[src/rtl/qdc_defs.vh]
/*
 * Constants for the quad converter serial control block: serial frame layout,
 * command fields, register offsets and reset values.
 * Assumes it is included by bare name from the design files under rtl/.
 */
`ifndef QDC_DEFS_VH
`define QDC_DEFS_VH

// Serial frame.
`define QDC_FRAME_BITS      24
`define QDC_CNT_W           6
`define QDC_SCLK_MAX_MHZ    30
`define QDC_SYNC_STAGES     2

// Command word fields.
`define QDC_CMD_RW_BIT      23
`define QDC_CMD_REG_HI      21
`define QDC_CMD_REG_LO      19
`define QDC_CMD_CH_HI       17
`define QDC_CMD_CH_LO       16
`define QDC_CMD_DATA_HI     15
`define QDC_CMD_DATA_LO     0

// Register select codes inside a command.
`define QDC_SEL_PORT        3'h1
`define QDC_SEL_DATA        3'h2

// Port configuration fields in a port command.
`define QDC_PORT_DIR_LO     0
`define QDC_PORT_VAL_LO     2

// Values.
`define QDC_CLEAR_CODE      16'h0000
`define QDC_ZERO_VOLT_CODE  16'h8000
`define QDC_MSB_FLIP        16'h8000

// Bus register byte offsets.
`define QDC_OFF_MODE        8'h00
`define QDC_OFF_STATUS      8'h04
`define QDC_OFF_PORT        8'h08
`define QDC_OFF_OUT0        8'h10
`define QDC_OFF_IN0         8'h20
`define QDC_MODE_RESET      32'h0000_0000

// Bus responses.
`define QDC_RESP_OKAY       2'h0
`define QDC_RESP_SLVERR     2'h2

`endif

[src/rtl/qdc_serial_ctrl.v]
/*
 * Digital control front end of a quad bipolar converter: framed serial port,
 * staged and output data registers, load strobe, clear, output clamp,
 * supply monitor output, two-bit digital port and an AXI4-Lite view.
 * Assumes all pins are asynchronous to clk and the serial clock runs far
 * below clk, so every pin is sampled through qdc_sync.
 */
// Notes on behaviour
// - Frame select is active low; bits are accepted only while it is low.
// - Each serial bit shifts in on the falling serial clock edge; 30 MHz max.
// - In daisy-chain or readback mode serial output carries shifted-out bits.
// - Falling edge on clear input loads the output data registers with zero.
// - With load strobe low, addressed output register updates at frame end.
// - With load strobe high, only input register updates; output waits.
// - Falling load strobe moves all pending input registers out together.
// - Two port pins, serially configured in or out, readable, pulled up while inputs.
// - Reset output follows the internal supply monitor state.
// - Low clamp input forces outputs to zero volts, registers untouched.
// - Clear input is pulled up; floating means high and no clear.
// - Coding select high means offset binary, low means twos complement.
`timescale 1ns/1ps
`include "qdc_defs.vh"
module qdc_serial_ctrl (
    input  wire        clk,              // System clock, 100 MHz.
    input  wire        rst,              // Synchronous reset, active high.
    input  wire        frameSelN,        // Serial frame select, active low.
    input  wire        sclk,             // Serial clock from the host.
    input  wire        serialIn,         // Serial data in.
    output reg         serialOut,        // Serial data out.
    input  wire        outputLoadN,      // Output load strobe, active low.
    input  wire        zeroOutputsN,     // Clear input, falling edge acts.
    input  wire        outputClampInN,   // Output clamp input, active low.
    input  wire        codingSelect,     // High offset binary, low twos complement.
    input  wire        supplyGood,       // Internal supply monitor level.
    output reg         supplyMonitorOut, // Supply monitor state to the system.
    input  wire        portBit0In,       // Port pin 0 level.
    output reg         portBit0Out,      // Port pin 0 drive value.
    output reg         portBit0OeN,      // Port pin 0 enable, low drives.
    input  wire        portBit1In,       // Port pin 1 level.
    output reg         portBit1Out,      // Port pin 1 drive value.
    output reg         portBit1OeN,      // Port pin 1 enable, low drives.
    output reg  [1:0]  portPullUpEn,     // Weak pull-up enable per pin.
    output reg  [63:0] dacCodes,         // Offset binary codes, channel 0 low.
    output reg         outputsClamped,   // High while outputs are clamped.
    input  wire [7:0]  s_axi_awaddr,     // Write address.
    input  wire        s_axi_awvalid,    // Write address valid.
    output reg         s_axi_awready,    // Write address ready.
    input  wire [31:0] s_axi_wdata,      // Write data.
    input  wire [3:0]  s_axi_wstrb,      // Write byte strobes.
    input  wire        s_axi_wvalid,     // Write data valid.
    output reg         s_axi_wready,     // Write data ready.
    output reg  [1:0]  s_axi_bresp,      // Write response.
    output reg         s_axi_bvalid,     // Write response valid.
    input  wire        s_axi_bready,     // Write response ready.
    input  wire [7:0]  s_axi_araddr,     // Read address.
    input  wire        s_axi_arvalid,    // Read address valid.
    output reg         s_axi_arready,    // Read address ready.
    output reg  [31:0] s_axi_rdata,      // Read data.
    output reg  [1:0]  s_axi_rresp,      // Read response.
    output reg         s_axi_rvalid,     // Read data valid.
    input  wire        s_axi_rready      // Read data ready.
);

    wire [9:0]  pinSync;
    wire        fsS, sclkS, sdiS, ldS, clrS, clampS, codeS, supS, pin0S, pin1S;
    reg         fs_q, sclk_q, ld_q, clr_q;
    reg  [23:0] shift_q;
    reg  [5:0]  bitCnt_q;
    reg         readbackArm_q;
    reg  [15:0] inReg_q   [0:3];
    reg  [15:0] dacReg_q  [0:3];
    reg  [3:0]  pending_q;
    reg  [1:0]  portDir_q;
    reg  [1:0]  portVal_q;
    reg  [31:0] mode_q;
    reg  [7:0]  awAddr_q;
    reg  [31:0] wData_q;
    reg  [3:0]  wStrb_q;
    reg         awHeld_q, wHeld_q;
    integer     i, k;

    wire frameActive = ~fsS;
    wire sclkFall    = sclk_q & ~sclkS;
    wire sclkRise    = ~sclk_q & sclkS;
    wire frameStart  = fs_q & ~fsS;
    wire frameEnd    = ~fs_q & fsS;
    wire loadFall    = ld_q & ~ldS;
    wire clearFall   = clr_q & ~clrS;
    wire daisyEn     = mode_q[0];
    wire frameFull   = (bitCnt_q >= `QDC_FRAME_BITS);
    wire cmdRead     = shift_q[`QDC_CMD_RW_BIT];
    wire [2:0]  cmdSel  = shift_q[`QDC_CMD_REG_HI:`QDC_CMD_REG_LO];
    wire [1:0]  cmdCh   = shift_q[`QDC_CMD_CH_HI:`QDC_CMD_CH_LO];
    wire [15:0] cmdData = shift_q[`QDC_CMD_DATA_HI:`QDC_CMD_DATA_LO];
    wire [1:0]  pinLevel = {pin1S, pin0S};
    wire [7:0]  portWord = {2'b00, pinLevel, portVal_q, portDir_q};

    // Every pin passes two flops; the six low bits, frame select to clamp, reset high so a
    // floating or undriven input never looks like a falling edge.
    qdc_sync #(
        .WIDTH (10),
        .INIT  (10'h03f)
    ) pinSyncInst (
        .clk     (clk),
        .rst     (rst),
        .asyncIn ({portBit1In, portBit0In, supplyGood, codingSelect, outputClampInN,
                   zeroOutputsN, outputLoadN, serialIn, sclk, frameSelN}),
        .syncOut (pinSync)
    );
    assign {pin1S, pin0S, supS, codeS, clampS, clrS, ldS, sdiS, sclkS, fsS} = pinSync;

    // Maps a bus byte address to a register slot; bit 4 flags a valid slot.
    function [4:0] decodeAddr;
        input [7:0] addr;
        begin
            if (addr == `QDC_OFF_MODE)
                decodeAddr = 5'h10;
            else if (addr == `QDC_OFF_STATUS)
                decodeAddr = 5'h11;
            else if (addr == `QDC_OFF_PORT)
                decodeAddr = 5'h12;
            else if (addr[7:4] == 4'h1 && addr[1:0] == 2'b00)
                decodeAddr = {3'b101, addr[3:2]};
            else if (addr[7:4] == 4'h2 && addr[1:0] == 2'b00)
                decodeAddr = {3'b110, addr[3:2]};
            else
                decodeAddr = 5'h00;
        end
    endfunction

    // Converts a stored word into the offset binary code the converter takes.
    function [15:0] toOffsetBinary;
        input [15:0] word;
        input        offsetMode;
        begin
            toOffsetBinary = offsetMode ? word : (word ^ `QDC_MSB_FLIP);
        end
    endfunction

    // Edge detection history, all on synchronised copies only.
    always @(posedge clk) begin
        if (rst) begin
            fs_q   <= 1'b1;
            sclk_q <= 1'b1;
            ld_q   <= 1'b1;
            clr_q  <= 1'b1;
        end else begin
            fs_q   <= fsS;
            sclk_q <= sclkS;
            ld_q   <= ldS;
            clr_q  <= clrS;
        end
    end

    // Shift register and bit counter. The counter saturates so a long
    // daisy-chain frame still leaves the last 24 bits as the command.
    always @(posedge clk) begin
        if (rst) begin
            shift_q  <= 24'h000000;
            bitCnt_q <= 6'h00;
        end else if (frameStart) begin
            bitCnt_q <= 6'h00;
        end else if (frameActive && sclkFall) begin
            shift_q <= {shift_q[22:0], sdiS};
            if (bitCnt_q != 6'h3f)
                bitCnt_q <= bitCnt_q + 6'h01;
        end else if (frameEnd && frameFull && cmdRead) begin
            // A read command leaves its answer in the shift register for the
            // next frame to clock out.
            if (cmdSel == `QDC_SEL_DATA)
                shift_q <= {8'h00, inReg_q[cmdCh]};
            else if (cmdSel == `QDC_SEL_PORT)
                shift_q <= {16'h0000, portWord};
            else
                shift_q <= 24'h000000;
        end
    end

    // Serial output changes on rising serial clock edges so the host can
    // sample it on the following falling edge; idle low outside the modes.
    always @(posedge clk) begin
        if (rst) begin
            serialOut     <= 1'b0;
            readbackArm_q <= 1'b0;
        end else begin
            if (frameEnd && frameFull)
                readbackArm_q <= cmdRead;
            else if (frameEnd)
                readbackArm_q <= 1'b0;
            if (!(daisyEn || readbackArm_q))
                serialOut <= 1'b0;
            else if (frameStart || (frameActive && sclkRise))
                serialOut <= shift_q[23];
        end
    end

    // Input and output data registers. Clear has the last word on the
    // output registers; a same-cycle frame end with the load strobe high still leaves a flag pending.
    always @(posedge clk) begin
        if (rst) begin
            for (i = 0; i < 4; i = i + 1) begin
                inReg_q[i]  <= `QDC_CLEAR_CODE;
                dacReg_q[i] <= `QDC_CLEAR_CODE;
            end
            pending_q <= 4'h0;
        end else begin
            if (loadFall) begin
                for (i = 0; i < 4; i = i + 1) begin
                    if (pending_q[i])
                        dacReg_q[i] <= inReg_q[i];
                end
                pending_q <= 4'h0;
            end
            if (frameEnd && frameFull && !cmdRead && cmdSel == `QDC_SEL_DATA) begin
                inReg_q[cmdCh] <= cmdData;
                if (!ldS)
                    dacReg_q[cmdCh] <= cmdData;
                else
                    pending_q[cmdCh] <= 1'b1;
            end
            if (clearFall) begin
                for (i = 0; i < 4; i = i + 1)
                    dacReg_q[i] <= `QDC_CLEAR_CODE;
            end
        end
    end

    // Digital port configuration from serial write commands.
    always @(posedge clk) begin
        if (rst) begin
            portDir_q <= 2'b00;
            portVal_q <= 2'b00;
        end else if (frameEnd && frameFull && !cmdRead && cmdSel == `QDC_SEL_PORT) begin
            portDir_q <= cmdData[`QDC_PORT_DIR_LO+1:`QDC_PORT_DIR_LO];
            portVal_q <= cmdData[`QDC_PORT_VAL_LO+1:`QDC_PORT_VAL_LO];
        end
    end

    // Pin drivers and converter codes, each straight from a flop. The clamp
    // only masks the codes, so the data registers keep their contents.
    always @(posedge clk) begin
        if (rst) begin
            portBit0Out      <= 1'b0;
            portBit1Out      <= 1'b0;
            portBit0OeN      <= 1'b1;
            portBit1OeN      <= 1'b1;
            portPullUpEn     <= 2'b11;
            supplyMonitorOut <= 1'b0;
            outputsClamped   <= 1'b1;
            dacCodes         <= {4{`QDC_ZERO_VOLT_CODE}};
        end else begin
            portBit0Out      <= portVal_q[0];
            portBit1Out      <= portVal_q[1];
            portBit0OeN      <= ~portDir_q[0];
            portBit1OeN      <= ~portDir_q[1];
            portPullUpEn     <= ~portDir_q;
            supplyMonitorOut <= supS;
            outputsClamped   <= ~clampS;
            for (k = 0; k < 4; k = k + 1) begin
                if (!clampS)
                    dacCodes[k*16 +: 16] <= `QDC_ZERO_VOLT_CODE;
                else
                    dacCodes[k*16 +: 16] <= toOffsetBinary(dacReg_q[k], codeS);
            end
        end
    end

    // Bus write side: address and data are caught in either order and the
    // response follows once both are held. One write at a time.
    always @(posedge clk) begin
        if (rst) begin
            s_axi_awready <= 1'b1;
            s_axi_wready  <= 1'b1;
            s_axi_bvalid  <= 1'b0;
            s_axi_bresp   <= `QDC_RESP_OKAY;
            awHeld_q      <= 1'b0;
            wHeld_q       <= 1'b0;
            awAddr_q      <= 8'h00;
            wData_q       <= 32'h0000_0000;
            wStrb_q       <= 4'h0;
            mode_q        <= `QDC_MODE_RESET;
        end else begin
            if (s_axi_awvalid && s_axi_awready) begin
                awAddr_q      <= s_axi_awaddr;
                awHeld_q      <= 1'b1;
                s_axi_awready <= 1'b0;
            end
            if (s_axi_wvalid && s_axi_wready) begin
                wData_q      <= s_axi_wdata;
                wStrb_q      <= s_axi_wstrb;
                wHeld_q      <= 1'b1;
                s_axi_wready <= 1'b0;
            end
            if (awHeld_q && wHeld_q && !s_axi_bvalid) begin
                s_axi_bvalid <= 1'b1;
                awHeld_q     <= 1'b0;
                wHeld_q      <= 1'b0;
                if (decodeAddr(awAddr_q) == 5'h10) begin
                    s_axi_bresp <= `QDC_RESP_OKAY;
                    if (wStrb_q[0])
                        mode_q[0] <= wData_q[0];
                end else if (decodeAddr(awAddr_q) != 5'h00) begin
                    s_axi_bresp <= `QDC_RESP_OKAY;
                end else begin
                    s_axi_bresp <= `QDC_RESP_SLVERR;
                end
            end
            if (s_axi_bvalid && s_axi_bready) begin
                s_axi_bvalid  <= 1'b0;
                s_axi_awready <= 1'b1;
                s_axi_wready  <= 1'b1;
            end
        end
    end

    // Bus read side: the answer follows the accepted address by one cycle.
    always @(posedge clk) begin
        if (rst) begin
            s_axi_arready <= 1'b1;
            s_axi_rvalid  <= 1'b0;
            s_axi_rdata   <= 32'h0000_0000;
            s_axi_rresp   <= `QDC_RESP_OKAY;
        end else if (s_axi_arvalid && s_axi_arready) begin
            s_axi_arready <= 1'b0;
            s_axi_rvalid  <= 1'b1;
            s_axi_rresp   <= `QDC_RESP_OKAY;
            case (decodeAddr(s_axi_araddr))
                5'h10: s_axi_rdata <= {31'h0, mode_q[0]};
                5'h11: s_axi_rdata <= {20'h0, supS, codeS, ~clampS, readbackArm_q,
                                       frameActive, 3'h0, pending_q};
                5'h12: s_axi_rdata <= {24'h0, portWord};
                5'h14: s_axi_rdata <= {16'h0, dacReg_q[0]};
                5'h15: s_axi_rdata <= {16'h0, dacReg_q[1]};
                5'h16: s_axi_rdata <= {16'h0, dacReg_q[2]};
                5'h17: s_axi_rdata <= {16'h0, dacReg_q[3]};
                5'h18: s_axi_rdata <= {16'h0, inReg_q[0]};
                5'h19: s_axi_rdata <= {16'h0, inReg_q[1]};
                5'h1a: s_axi_rdata <= {16'h0, inReg_q[2]};
                5'h1b: s_axi_rdata <= {16'h0, inReg_q[3]};
                default: begin
                    s_axi_rdata <= 32'h0000_0000;
                    s_axi_rresp <= `QDC_RESP_SLVERR;
                end
            endcase
        end else if (s_axi_rvalid && s_axi_rready) begin
            s_axi_rvalid  <= 1'b0;
            s_axi_arready <= 1'b1;
        end
    end

endmodule

[src/rtl/qdc_sync.v]
/*
 * Two-stage synchroniser for a group of independent level inputs.
 * Assumes each bit is a slow level or a clock much slower than clk.
 */
`timescale 1ns/1ps
module qdc_sync #(
    parameter WIDTH = 1,
    parameter [WIDTH-1:0] INIT = {WIDTH{1'b0}}
) (
    input  wire             clk,      // System clock.
    input  wire             rst,      // Synchronous reset, active high.
    input  wire [WIDTH-1:0] asyncIn,  // Inputs from another domain.
    output reg  [WIDTH-1:0] syncOut   // Synchronised levels.
);

    reg [WIDTH-1:0] meta_q;

    // The first stage is read only by the second stage.
    always @(posedge clk) begin
        if (rst) begin
            meta_q  <= INIT;
            syncOut <= INIT;
        end else begin
            meta_q  <= asyncIn;
            syncOut <= meta_q;
        end
    end

endmodule

[config.mk]
export PLATFORM = sky130hd
export DESIGN_NAME = qdc_serial_ctrl
export DESIGN_NICKNAME = d
export VERILOG_FILES = /design/src/rtl/qdc_serial_ctrl.v /design/src/rtl/qdc_sync.v
export VERILOG_INCLUDE_DIRS = /design/src /design/src/rtl
export SDC_FILE = /design/constraint.sdc
export NUM_CORES = 1
export LEC_CHECK = 0
export ABC_AREA = 1
export BUFFER_PORTS_ARGS = -buffer_cell sky130_fd_sc_hd__buf_2
export CAP_MARGIN = 10
export CORE_MARGIN = 4
export CORE_UTILIZATION = 35
export DETAILED_ROUTE_END_ITERATION = 16
export GPL_TIMING_DRIVEN = 0
export HOLD_SLACK_MARGIN = 0.06
export PLACE_DENSITY_LB_ADDON = 0.08
export REMOVE_ABC_BUFFERS = 1
export SETUP_SLACK_MARGIN = 0.15
export SLEW_MARGIN = 20
export SYNTH_ARGS = -nofsm -noshare
export SYNTH_HDL_FRONTEND = slang
export SYNTH_SLANG_ARGS = --single-unit
[constraint.sdc]
create_clock -name clk -period 2.8 [get_ports clk]
set_input_delay 0.14 -clock clk [delete_from_list [all_inputs] [get_ports clk]]
set_output_delay 0.14 -clock clk [all_outputs]
set_load 0.03 [all_outputs]
Word-level counts from Yosys, hierarchy flattened
Memory sizes are Yosys's and may differ from the RTL's. A register that Yosys moved wholly into a read port is not among the register bits.
Cells that the tools add are included.
{"block": "word_totals", "ff_bits": 190, "ramBits": 128, "elab_cells": 234, "memories": 2}
{"memory": "dacReg_q", "depth": 4, "width": 16, "rd": 4, "rd_ports_with_merged_regs": 0, "wr": 5, "line_no": "qdc_serial_ctrl.v:71", "text": "reg [15:0] dacReg_q [0:3];"}
{"memory": "inReg_q", "depth": 4, "width": 16, "rd": 5, "rd_ports_with_merged_regs": 1, "wr": 4, "line_no": "qdc_serial_ctrl.v:70", "text": "reg [15:0] inReg_q [0:3];"}
{"block": "op_classes", "n_addsub": 1, "order_cmp": 3, "n_eq_ne": 27, "n_mux": 82, "bitwise": 43, "reduce_logical": 41}
{"operator": "2-to-1 mux 16 bit", "count": 14}
{"operator": "case mux 16 bit (11 select lines)", "count": 1}
{"operator": "2-to-1 mux 5 bit", "count": 17}
{"operator": "== test 5 bit (second input constant)", "count": 12}
{"operator": "2-to-1 mux 24 bit", "count": 2}
{"operator": "2-to-1 mux 1 bit", "count": 36}
{"operator": "logical AND 1 bit", "count": 19}
{"operator": "NOT 1 bit", "count": 19}
{"operator": "== test 8 x 3 -> 1 bit (second input constant)", "count": 2}
{"operator": "== test 8 x 4 -> 1 bit (second input constant)", "count": 2}
{"operator": "zero test 8 bit", "count": 2}
{"operator": "2-to-1 mux 4 bit", "count": 4}
{"operator": "OR reduction 16 bit", "count": 1}
{"operator": "AND 1 bit", "count": 14}
{"operator": "2-to-1 mux 2 bit", "count": 6}
{"operator": "OR reduction 11 bit", "count": 1}
{"operator": "OR reduction 2 bit", "count": 5}
{"operator": "== test 2 bit (second input constant)", "count": 4}
{"operator": "== test 4 x 1 -> 1 bit (second input constant)", "count": 2}
{"operator": "== test 4 x 2 -> 1 bit (second input constant)", "count": 2}
{"operator": "OR 1 bit", "count": 8}
{"operator": "adder 6 x 1 -> 6 bit (second input constant)", "count": 1}
{"operator": "greater-or-equal comparator 6 x 5 -> 1 bit (second input constant)", "count": 1}
{"operator": "2-to-1 mux 6 bit", "count": 1}
{"operator": "15 further kinds", "count": 21}

Logic depth before layout (Yosys ltp)
Gate-level depths: netlist of run 1.
{"block": "logic_depth", "ltp_word": 16, "depth_mapped": 13}

Modules after synthesis
Synthesis of run 1 repeated with hierarchy kept, for this count alone.
{"block": "unflattened", "hier_cells": 1570, "hier_area_um2": 13122.6}
{"module": "qdc_serial_ctrl", "n_inst": 1, "cells_each": 1507, "area_each_um2": 12545.8, "seq_area_each_um2": 6726.5}
{"module": "qdc_sync", "n_inst": 1, "cells_each": 63, "area_each_um2": 576.8, "seq_area_each_um2": 400.4}

Worst setup path after synthesis of run 1
OpenSTA, ideal clock, no wires.
{"block": "synth_path", "path_kind": "flip-flop to flip-flop", "start": "register bitCnt_q[3]", "end": "memory inReg_q[3][0] (enable)", "setup_ns": 0.411, "t_arrival_ns": 1.962, "path_slack_ns": 0.426, "stages_incl_launch_ff": 7, "synth_period_minus_slack_ns": 2.374, "cell_sequence": "dfxtp_1 -> nand2_1 -> nand2_1 -> nand3_1 -> nor2_1 -> nand2_1 -> o21ai_0"}
{"item": "start, declared", "line_no": "qdc_serial_ctrl.v:68", "text": "reg [5:0] bitCnt_q;"}
{"item": "start signal, assigned", "line_no": "qdc_serial_ctrl.v:166", "text": "bitCnt_q <= bitCnt_q + 6'h01;"}
{"item": "end, declared", "line_no": "qdc_serial_ctrl.v:70"}

==> impl_results.md, run 1 <==
* Max_cap viols at 0
* Via Count at 10900
* CP top delay family: simple AND/OR/NAND/NOR gates
* Final Hold Fails at 0
* # IOs at 183
* Commonest non-fill, non-tap cells in the layout: 242 x nand2_1, 231 x nor2_1, 186 x dfxtp_1
* Port Buffers at 130
* Final worst setup slack at 0.232 ns
* CTS tree: yes
* Crit path top cell by count: nand2_1
* Antenna violations before repair at 0
* CP endpoint kind: flop
* Mapped Area at 12800 µm²
* CTS H-tree depth at 2
* Finished Layout Cells at 2168
* Mapped Cells at 1545
* GR Overflow Total at 0
* Slew at the pin closest to its max-slew limit at 1.15 ns
* Tmin final at 2.57 ns
* Critical Path Start Type: flop
* Hold Crit Class: in -> reg
* Post-synth EDFFs at 112
* Synth cell types at 48
* Mapped Avg Cell Area at 8.30 µm²
* CP bufs+invs at 0
* Vias in the first global route at 10500
* Rows at 69
* Core area at 35800 µm²
* TNS Setup at 0 ns
* First-pass GRT wire length at 62900 µm
* Antenna viol nets, final at 0
* Share of cells above drive strength 1 at 0.162
* Filler cell count at 3605
* Wirelength per Cell at 19.6 µm
* Initial drt markers at 831
* Worst-path fanout max at 18
* Power Dens Cells at 632 nW/µm²
* Layout area overhead at 20.3%
* CTS clk-pin slew, worst paths at 0.06 ns
* WP data arrival at 2.75 ns
* DP Cell Count at 2072
* Slowest cell on the critical path: nor2_1
* Max Clk Rate at 0.389 GHz
* Slew headroom at 0.233
* WL final at 42400 µm
* Final setup fails at 0
* Clock Tree Root: clkbuf_16
* Slowest Stage Delay on Critical Path at 0.45 ns
* # nets final at 1751
* Cell chain of the critical path: nand2_1 > nand2_1 > nand3_1 > nor2_1 > nand2_1 > nor2_1 > nand2_4 > nand2_4
* Most used DFF post-synth: dfxtp_1
* Initial Utilization at 0.358
* Final period util at 0.917
* Pre-CTS setup slack at -1.16 ns
* GPL Wtd Cong at 0.828
* Post-DP HPWL at 26500 µm
* CTS max path bufs at 3
* DR vias/cell at 5.04
* Clock skew at 0.0197 ns
* Critical path required time at 2.99 ns
* DRT Pass-1 Iters at 5
* VDD IR max at 453 µV
* Slew Viols, Final at 0
* Die Y-Extent at 199 µm
* Async SR Flop Fraction at 0
* Die width at 199 µm
* Die ar. at 39800 µm²
* Most common cell after layout, fill and taps aside: nand2_1
* Ant diodes at 0
* Setup CP Type: reg -> reg
* Clock sinks at 300
* CTS Buf Count at 36
* Drc violations at 0
* Worst-skew pair later-pin latency at 0.54 ns
* RSZ-0062 raised after global routing: true
* Post-synthesis sequential area ratio at 0.556
* All-Layer GR Usage at 0.209
* Synth Register Bits at 300
* Status: complete, no violations
* Total number of yosys warnings at 0
* Static Leak at 6.22 nW
* Largest net degree at the start of global routing at 58
-- state kept, by name, summed over array words and instances, names as in the netlist, 2 cells and up, named ones only --
signal,flops
dacCodes,64
dacReg_q,64
inReg_q,64
shift_q,24
s_axi_rdata,16
pinSyncInst.meta_q,10
pinSyncInst.syncOut,10
awAddr_q,8
bitCnt_q,6
pending_q,4
portDir_q,2
portVal_q,2
-- area by class of cell --
type / instances / area (µm²) / area share
Tap cell: 461 / 577 / 0.0374
Sequential cell: 300 / 7130 / 0.462
Timing Repair Buffer: 172 / 1150 / 0.0743
Timing Repair inverter: 1 / 7.51 / 0.000487
Clock buffer: 55 / 1050 / 0.0683
Clock inverter: 10 / 58.8 / 0.00381
Inverter: 181 / 694 / 0.0450
Multi-Input combinational cell: 988 / 4760 / 0.308
-- stage by stage --
stage,instance area [µm²],util,hold slack [ns],power [mW]
6_report,15400,0.430,0.110,9.75
5_1_grt,15400,0.430,0.162,10.1
4_1_cts,15300,0.428,0.100,9.84
3_5_place_dp,13900,0.388,0.326,5.34
3_3_place_gp,13600,0.381,0.324,5.32
2_1_floorplan,12400,-,0.202,5.11
-- final timing paths --
kind | startpoint | end | slack, ns | depth (start not counted)
hold reg to reg | pinSyncInst.meta_q[7]$_SDFF_PP0_ | pinSyncInst.syncOut[7]$_SDFF_PP0_ | 0.41 | 2
setup / recovery | bitCnt_q[3]$_SDFFE_PP0P_ | inReg_q[1][1]$_SDFFCE_PN0P_ | 0.23 | 8
hold / removal | s_axi_awvalid | awAddr_q[3]$_SDFFE_PP0P_ | 0.11 | 3
setup reg to reg | bitCnt_q[3]$_SDFFE_PP0P_ | inReg_q[1][1]$_SDFFCE_PN0P_ | 0.23 | 8
-- power breakdown --
part / switching, mW / internal (mW)
Sequential: 0.0712 / 4.66
Combinational: 0.401 / 0.153
Clock: 1.86 / 2.60
-- metal layers --
metal  track usage  vias to the layer above  part of all wire
met3        0.0325                       73             0.060
met5             0                        -                 0
met1         0.283                     5197              0.44
li1              -                     5319                 -
met2         0.349                      348              0.47
met4        0.0626                        0             0.029
-- cells by family (layout without fill, tap and decap cells) --
kind of cell	after synthesis	after routing	synth area share
and+or+nand+nor	669	669	0.227
DFF	300	300	0.556
AOI/OAI and AO/OA	297	297	0.123
buffers and inverters	274	419	0.0901
adders and majority gates	2	2	0.00195
xor gates and xnor gates	2	2	0.00137
other	1	18	0.000292
-- cell usage after synthesis (all sizes together) (13+ instances only) --
cell type    n  area share
dfxtp      188        0.29
o21ai      189       0.074
nand2      255       0.076
inv        178       0.052
buf         47       0.023
nand3      123       0.051
or2         13      0.0063
nor2       243       0.076
edfxtp     112        0.26
nand4       25       0.012
clkbuf      46       0.014
a21oi       73       0.029
-- tightest hold or removal path: stages --
cell,delay (ns)
buf_2,0.08
nand2_1,0.20
a21oi_1,0.20
-- repair_timing --
action,4_1_cts,5_1_grt
hold buffers,25,0
gates resized for setup,12,12
hold endpoints to repair,26,0
endpoints found under the setup margin,150,92
cloned,0,1
setup buffers,2,3
pin swaps,2,0
Power figures use the tool's default switching activity.
==> run 2, diff against run 1 <==
MAX_ROUTING_LAYER = met4   (was not set)
==> run 2 against run 1 <==
  * Total power about the same
  * Final area unchanged
  * Sequential share of layout area stayed put
  * Clock skew up 0.0017 ns
  * Critical path depth unchanged
  * Register-to-register slack about the same
  * Routed wire length about the same
  * Non-clock buffer count did not move
  * Global-route usage grew 0.62 points
  * Combinational power about the same
  * Core utilization stayed put
==> impl_results.md, run 2 (synthesis results as in run 1) <==
* Final setup fails at 0 (unchanged)
* Rows at 69 (unchanged)
* # IOs at 183 (unchanged)
* GPL Wtd Cong at 0.841 (was 0.828)
* Slowest cell on the critical path: nor2_1 (unchanged)
* CTS tree: yes (unchanged)
* Core area at 35800 µm² (unchanged)
* WL final at 42500 µm (was 42400 µm)
* Slew at the pin closest to its max-slew limit at 1.16 ns (was 1.15 ns)
* TNS Setup at 0 ns (unchanged)
* Post-DP HPWL at 26500 µm (unchanged)
* RSZ-0062 raised after global routing: true (unchanged)
* Largest net degree at the start of global routing at 58 (unchanged)
* Crit path top cell by count: nand2_1 (unchanged)
* Hold Crit Class: in -> reg (unchanged)
* Die Y-Extent at 199 µm (unchanged)
* Die ar. at 39800 µm² (unchanged)
* All-Layer GR Usage at 0.216 (was 0.209)
* # nets final at 1751 (unchanged)
* Clock Tree Root: clkbuf_16 (unchanged)
* Clock sinks at 300 (unchanged)
* Worst-path fanout max at 18 (unchanged)
* Clock skew at 0.0214 ns (was 0.0197 ns)
* Critical path required time at 2.99 ns (about the same)
* Ant diodes at 0 (unchanged)
* DRT Pass-1 Iters at 5 (unchanged)
* DR vias/cell at 5.04 (about the same)
* Final Instance Area at 15400 µm² (unchanged)
* GR Overflow Total at 0 (unchanged)
* Vias in the first global route at 10500 (about the same)
* Commonest non-fill, non-tap cells in the layout: 242 x nand2_1, 231 x nor2_1, 186 x dfxtp_1 (unchanged)
* Die width at 199 µm (unchanged)
* Core Util, Final at 0.430 (unchanged)
* CP endpoint kind: flop (unchanged)
* CTS clk-pin slew, worst paths at 0.06 ns (about the same)
* WP data arrival at 2.76 ns (was 2.75 ns)
* Drc violations at 0 (unchanged)
* Wirelength per Cell at 19.6 µm (about the same)
* Slowest Stage Delay on Critical Path at 0.46 ns (was 0.45 ns)
* Final period util at 0.919 (was 0.917)
* Max Clk Rate at 0.389 GHz (about the same)
* CTS H-tree depth at 2 (unchanged)
* CTS Buf Count at 36 (unchanged)
* Status: complete, no violations (unchanged)
* Share of cells above drive strength 1 at 0.162 (unchanged)
* Tmin final at 2.57 ns (about the same)
* Filler cell count at 3605 (unchanged)
* Antenna viol nets, final at 0 (unchanged)
* Initial Utilization at 0.358 (unchanged)
* Layout area overhead at 20.3% (unchanged)
* Post-DP Area at 13900 µm² (unchanged)
* Max_cap viols at 0 (unchanged)
* Via Count at 10900 (about the same)
* Final Hold Fails at 0 (unchanged)
* Antenna violations before repair at 0 (unchanged)
* Cell chain of the critical path: nand2_1 > nand2_1 > nand3_1 > nor2_1 > nand2_1 > nor2_1 > nand2_4 > nand2_4 (unchanged)
* Static Leak at 6.22 nW (unchanged)
* VDD IR max at 453 µV (about the same)
* Critical Path Start Type: flop (unchanged)
* Worst-skew pair later-pin latency at 0.55 ns (was 0.54 ns)
* Initial drt markers at 839 (was 831)
* CTS max path bufs at 3 (unchanged)
* First-pass GRT wire length at 62900 µm (about the same)
* Regs by FF count: dacCodes: 64 flops, dacReg_q: 64 flops, inReg_q: 64 flops (unchanged)
* Setup CP Type: reg -> reg (unchanged)
* Port Buffers at 130 (unchanged)
* Slew headroom at 0.228 (was 0.233)
* Slew Viols, Final at 0 (unchanged)
* Most common cell after layout, fill and taps aside: nand2_1 (unchanged)
* Power Dens Cells at 632 nW/µm² (about the same)
-- run 2: cell counts in the layout (fill, tap and decap cells not counted) --
Identical to the previous run, type by type.
-- run 2: power breakdown --
part | switching, mW | leakage, nW | internal (mW) | total, mW
clock network | 1.86 | 0.554 | 2.60 | 4.46
logic | 0.401 | 2.97 | 0.153 | 0.553
registers | 0.0715 | 2.70 | 4.66 | 4.73
-- run 2: final cells by class --
cell class,count,area [µm²],share of cell area
sequential,300,7130,0.462
multi-input combinational,988,4760,0.308
timing repair buffer,172,1150,0.0743
clock inverter,10,58.8,0.00381
tap,461,577,0.0374
inverter,181,694,0.0450
clock buffer,55,1050,0.0683
timing repair inverter,1,7.51,0.000487
-- run 2: critical path: cells and delay by family, from the launching register on --
kind | cells | cell delay [ns]
flops | 1 | 0.38
simple gates | 8 | 1.86
-- run 2: path summary, 6_finish.rpt --
| kind | start | to | slack [ns] | cells past startpoint |
|---|---|---|---|---|
| max | bitCnt_q[3]$_SDFFE_PP0P_ | inReg_q[1][1]$_SDFFCE_PN0P_ | 0.23 | 8 |
| min | s_axi_awvalid | awAddr_q[3]$_SDFFE_PP0P_ | 0.11 | 3 |
| max reg2reg | bitCnt_q[3]$_SDFFE_PP0P_ | inReg_q[1][1]$_SDFFCE_PN0P_ | 0.23 | 8 |
| min reg2reg | pinSyncInst.meta_q[7]$_SDFF_PP0_ | pinSyncInst.syncOut[7]$_SDFF_PP0_ | 0.41 | 2 |
-- run 2: through the flow --
stage	cells	setup WS [ns]	power [mW]	hold WS, ns
floorplan	1469	0.0962	5.11	0.202
global placement	2060	-3.08	5.32	0.324
detailed placement	2072	-1.16	5.34	0.326
CTS	2164	0.0197	9.84	0.100
global route	2168	0.0847	10.1	0.162
finish	2168	0.228	9.74	0.108
-- run 2: repair_timing --
| action | in CTS | in global routing |
|---|---|---|
| hold buffers | 25 | 0 |
| setup buffers | 2 | 3 |
| cloned | 0 | 1 |
| gates resized for setup | 12 | 12 |
| pin swaps | 2 | 0 |
| endpoints found under the hold margin | 26 | 0 |
| setup endpoints to repair | 150 | 92 |
-- run 2: per-layer routing --
| metal | wire (µm) | global-route usage | share of wire |
|---|---|---|---|
| met4 | 1010 | 0.0581 | 0.024 |
| met2 | 20200 | 0.351 | 0.48 |
| met1 | 18700 | 0.283 | 0.44 |
| met5 | 0 | - | 0 |
| met3 | 2530 | 0.0322 | 0.060 |
==> run 3, diff against run 2 <==
CTS_BUF_LIST = sky130_fd_sc_hd__clkbuf_8   (was not set)
RECOVER_POWER = 50   (was not set)
==> run 3 against run 2 <==
  * Clock-buffer cell count is 24 higher
  * Largest power group unchanged
  * Clock skew up 0.0022 ns
  * Worst setup slack gained 0.032 ns
  * Register-to-register slack improved by 0.03 ns
  * Clock power barely moved
  * Highest routed layer unchanged
  * First-iteration DRC count decreased by 2.9%
  * Routed wire length rose by 1.2%
==> impl_results.md, run 3 (synthesis results as in run 1) <==
* Status: complete, no violations (unchanged)
* Slew Viols, Final at 0 (unchanged)
* Vias in the first global route at 10700 (was 10500)
* Filler cell count at 3653 (was 3605)
* DR vias/cell at 5.02 (was 5.04)
* Share of cells above drive strength 1 at 0.119 (was 0.162)
* CP endpoint kind: flop (unchanged)
* Final Hold Fails at 0 (unchanged)
* GPL Wtd Cong at 0.841 (unchanged)
* Die ar. at 39800 µm² (unchanged)
* Critical path required time at 3.30 ns (was 2.99 ns)
* Antenna viol nets, final at 0 (unchanged)
* Initial drt markers at 815 (was 839)
* Wirelength per Cell at 19.4 µm (was 19.6 µm)
* Hold Crit Class: in -> reg (unchanged)
* CTS max path bufs at 3 (unchanged)
* WL final at 43000 µm (was 42500 µm)
* Static Leak at 5.98 nW (was 6.22 nW)
* VDD IR max at 339 µV (was 453 µV)
* R2R depth at 8 (unchanged)
* Slew at the pin closest to its max-slew limit at 1.11 ns (was 1.16 ns)
* Via Count at 11100 (was 10900)
* Clock Tree Root: clkbuf_8 (was clkbuf_16)
* Die width at 199 µm (unchanged)
* Slowest Stage Delay on Critical Path at 0.53 ns (was 0.46 ns)
* Worst-path fanout max at 28 (was 18)
* Largest net degree at the start of global routing at 58 (unchanged)
* Ant diodes at 0 (unchanged)
* Post-DP HPWL at 26500 µm (unchanged)
* Antenna violations before repair at 0 (unchanged)
* CTS H-tree depth at 2 (unchanged)
* Worst-skew pair later-pin latency at 0.63 ns (was 0.55 ns)
* RSZ-0062 raised after global routing: true (unchanged)
* Layout area overhead at 20.3% (about the same)
* Max Clk Rate at 0.394 GHz (was 0.389 GHz)
* Port Buffers at 130 (unchanged)
* CTS clk-pin slew, worst paths at 0.05 ns (was 0.06 ns)
* First-pass GRT wire length at 63600 µm (was 62900 µm)
* WHS at 0.0766 ns (was 0.108 ns)
* GR Overflow Total at 0 (unchanged)
* Drc violations at 0 (unchanged)
* Setup CP Type: reg -> reg (unchanged)
* Initial Utilization at 0.358 (unchanged)
* Clock skew at 0.0236 ns (was 0.0214 ns)
* Final setup fails at 0 (unchanged)
* Final period util at 0.907 (was 0.919)
* Power Dens Cells at 632 nW/µm² (about the same)
* DRT Pass-1 Iters at 5 (unchanged)
* DP Cell Count at 2072 (unchanged)
* Slowest cell on the critical path: nand3_2 (was nor2_1)
* Tmin final at 2.54 ns (was 2.57 ns)
* Commonest non-fill, non-tap cells in the layout: 242 x nand2_1, 231 x nor2_1, 186 x dfxtp_1 (unchanged)
* # nets final at 1776 (was 1751)
* Slew headroom at 0.259 (was 0.228)
* Die Y-Extent at 199 µm (unchanged)
* Rows at 69 (unchanged)
* All-Layer GR Usage at 0.218 (was 0.216)
* Clock sinks at 300 (unchanged)
* Regs by FF count: dacCodes: 64 flops, dacReg_q: 64 flops, inReg_q: 64 flops (unchanged)
* Core area at 35800 µm² (unchanged)
* CTS tree: yes (unchanged)
* Cell chain of the critical path: inv_1 > nand3_2 > inv_6 > nand2_1 > nor4_2 > nand3_1 > o21ai_0 > a21oi_1 (was nand2_1 > nand2_1 > nand3_1 > nor2_1 > nand2_1 > nor2_1 > nand2_4 > nand2_4)
* CTS Buf Count at 54 (was 36)
* Finished Layout Cells at 2212 (was 2168)
* # IOs at 183 (unchanged)
* Max_cap viols at 0 (unchanged)
* WP data arrival at 3.04 ns (was 2.76 ns)
* Critical Path Start Type: flop (unchanged)
* Hold depth at 2 (was 3)
* Most common cell after layout, fill and taps aside: nand2_1 (unchanged)
-- run 3: timing repair --
action,CTS,global route
pin swaps,2,0
hold buffers,31,0
resized for setup,12,10
hold endpoints to repair,28,0
buffers inserted,3,3
cloned,0,1
endpoints found under the setup margin,148,103
-- run 3: metal layers --
metal  GRT usage  vias to the layer above  routed length, µm  part of all wire
li1            -                     5380                  -                 -
met1       0.284                     5245              18600              0.43
met2       0.347                      387              20000              0.47
met3      0.0336                       84               2950             0.069
met4      0.0800                        0               1390             0.032
met5           -                        -                  0                 0
-- run 3: critical path: cells and delay by family, from the launching register on --
family	cells	cell delay, ns
AND/OR/NAND/NOR	4	1.17
buffers and inverters	2	0.68
flip-flops	1	0.34
AO/OA/AOI/OAI	2	0.23
-- run 3: cell type report --
class | count | area [µm²] | share of cell area
repair buffers | 179 | 1070 | 0.0695
clock buffers | 79 | 1090 | 0.0705
repair inverters | 1 | 7.51 | 0.000487
flip-flops and latches | 300 | 7130 | 0.462
inverters | 181 | 694 | 0.0450
clock inverters | 23 | 121 | 0.00787
multi-input cells | 988 | 4740 | 0.307
well taps | 461 | 577 | 0.0374
-- run 3: worst paths after layout --
| path | from | slack (ns) | to |
|---|---|---|---|
| max | pinSyncInst.syncOut[0]$_SDFF_PP1_ | 0.26 | bitCnt_q[5]$_SDFFE_PP0P_ |
| min | rst | 0.08 | pinSyncInst.meta_q[6]$_SDFF_PP0_ |
| max reg2reg | pinSyncInst.syncOut[0]$_SDFF_PP1_ | 0.26 | bitCnt_q[5]$_SDFFE_PP0P_ |
| min reg2reg | pinSyncInst.meta_q[7]$_SDFF_PP0_ | 0.41 | pinSyncInst.syncOut[7]$_SDFF_PP0_ |
-- run 3: where the power goes --
part,switching (mW),internal [mW],total [mW]
Combinational,0.403,0.146,0.549
Sequential,0.0723,4.66,4.73
Clock,1.90,2.57,4.47
Total,2.37,7.38,9.75
-- run 3: stage by stage --
stage / power [mW] / setup slack (ns) / util / setup TNS, ns / cell area, µm²
finish: 9.75 / 0.259 / 0.431 / 0 / 15400
global route: 10.1 / 0.0635 / 0.431 / 0 / 15400
CTS: 9.89 / 0.0219 / 0.433 / 0 / 15500
detailed placement: 5.34 / -1.16 / 0.388 / -77.54 / 13900
global placement: 5.32 / -3.08 / 0.381 / -400.51 / 13600
floorplan: 5.11 / 0.0962 / - / 0 / 12400
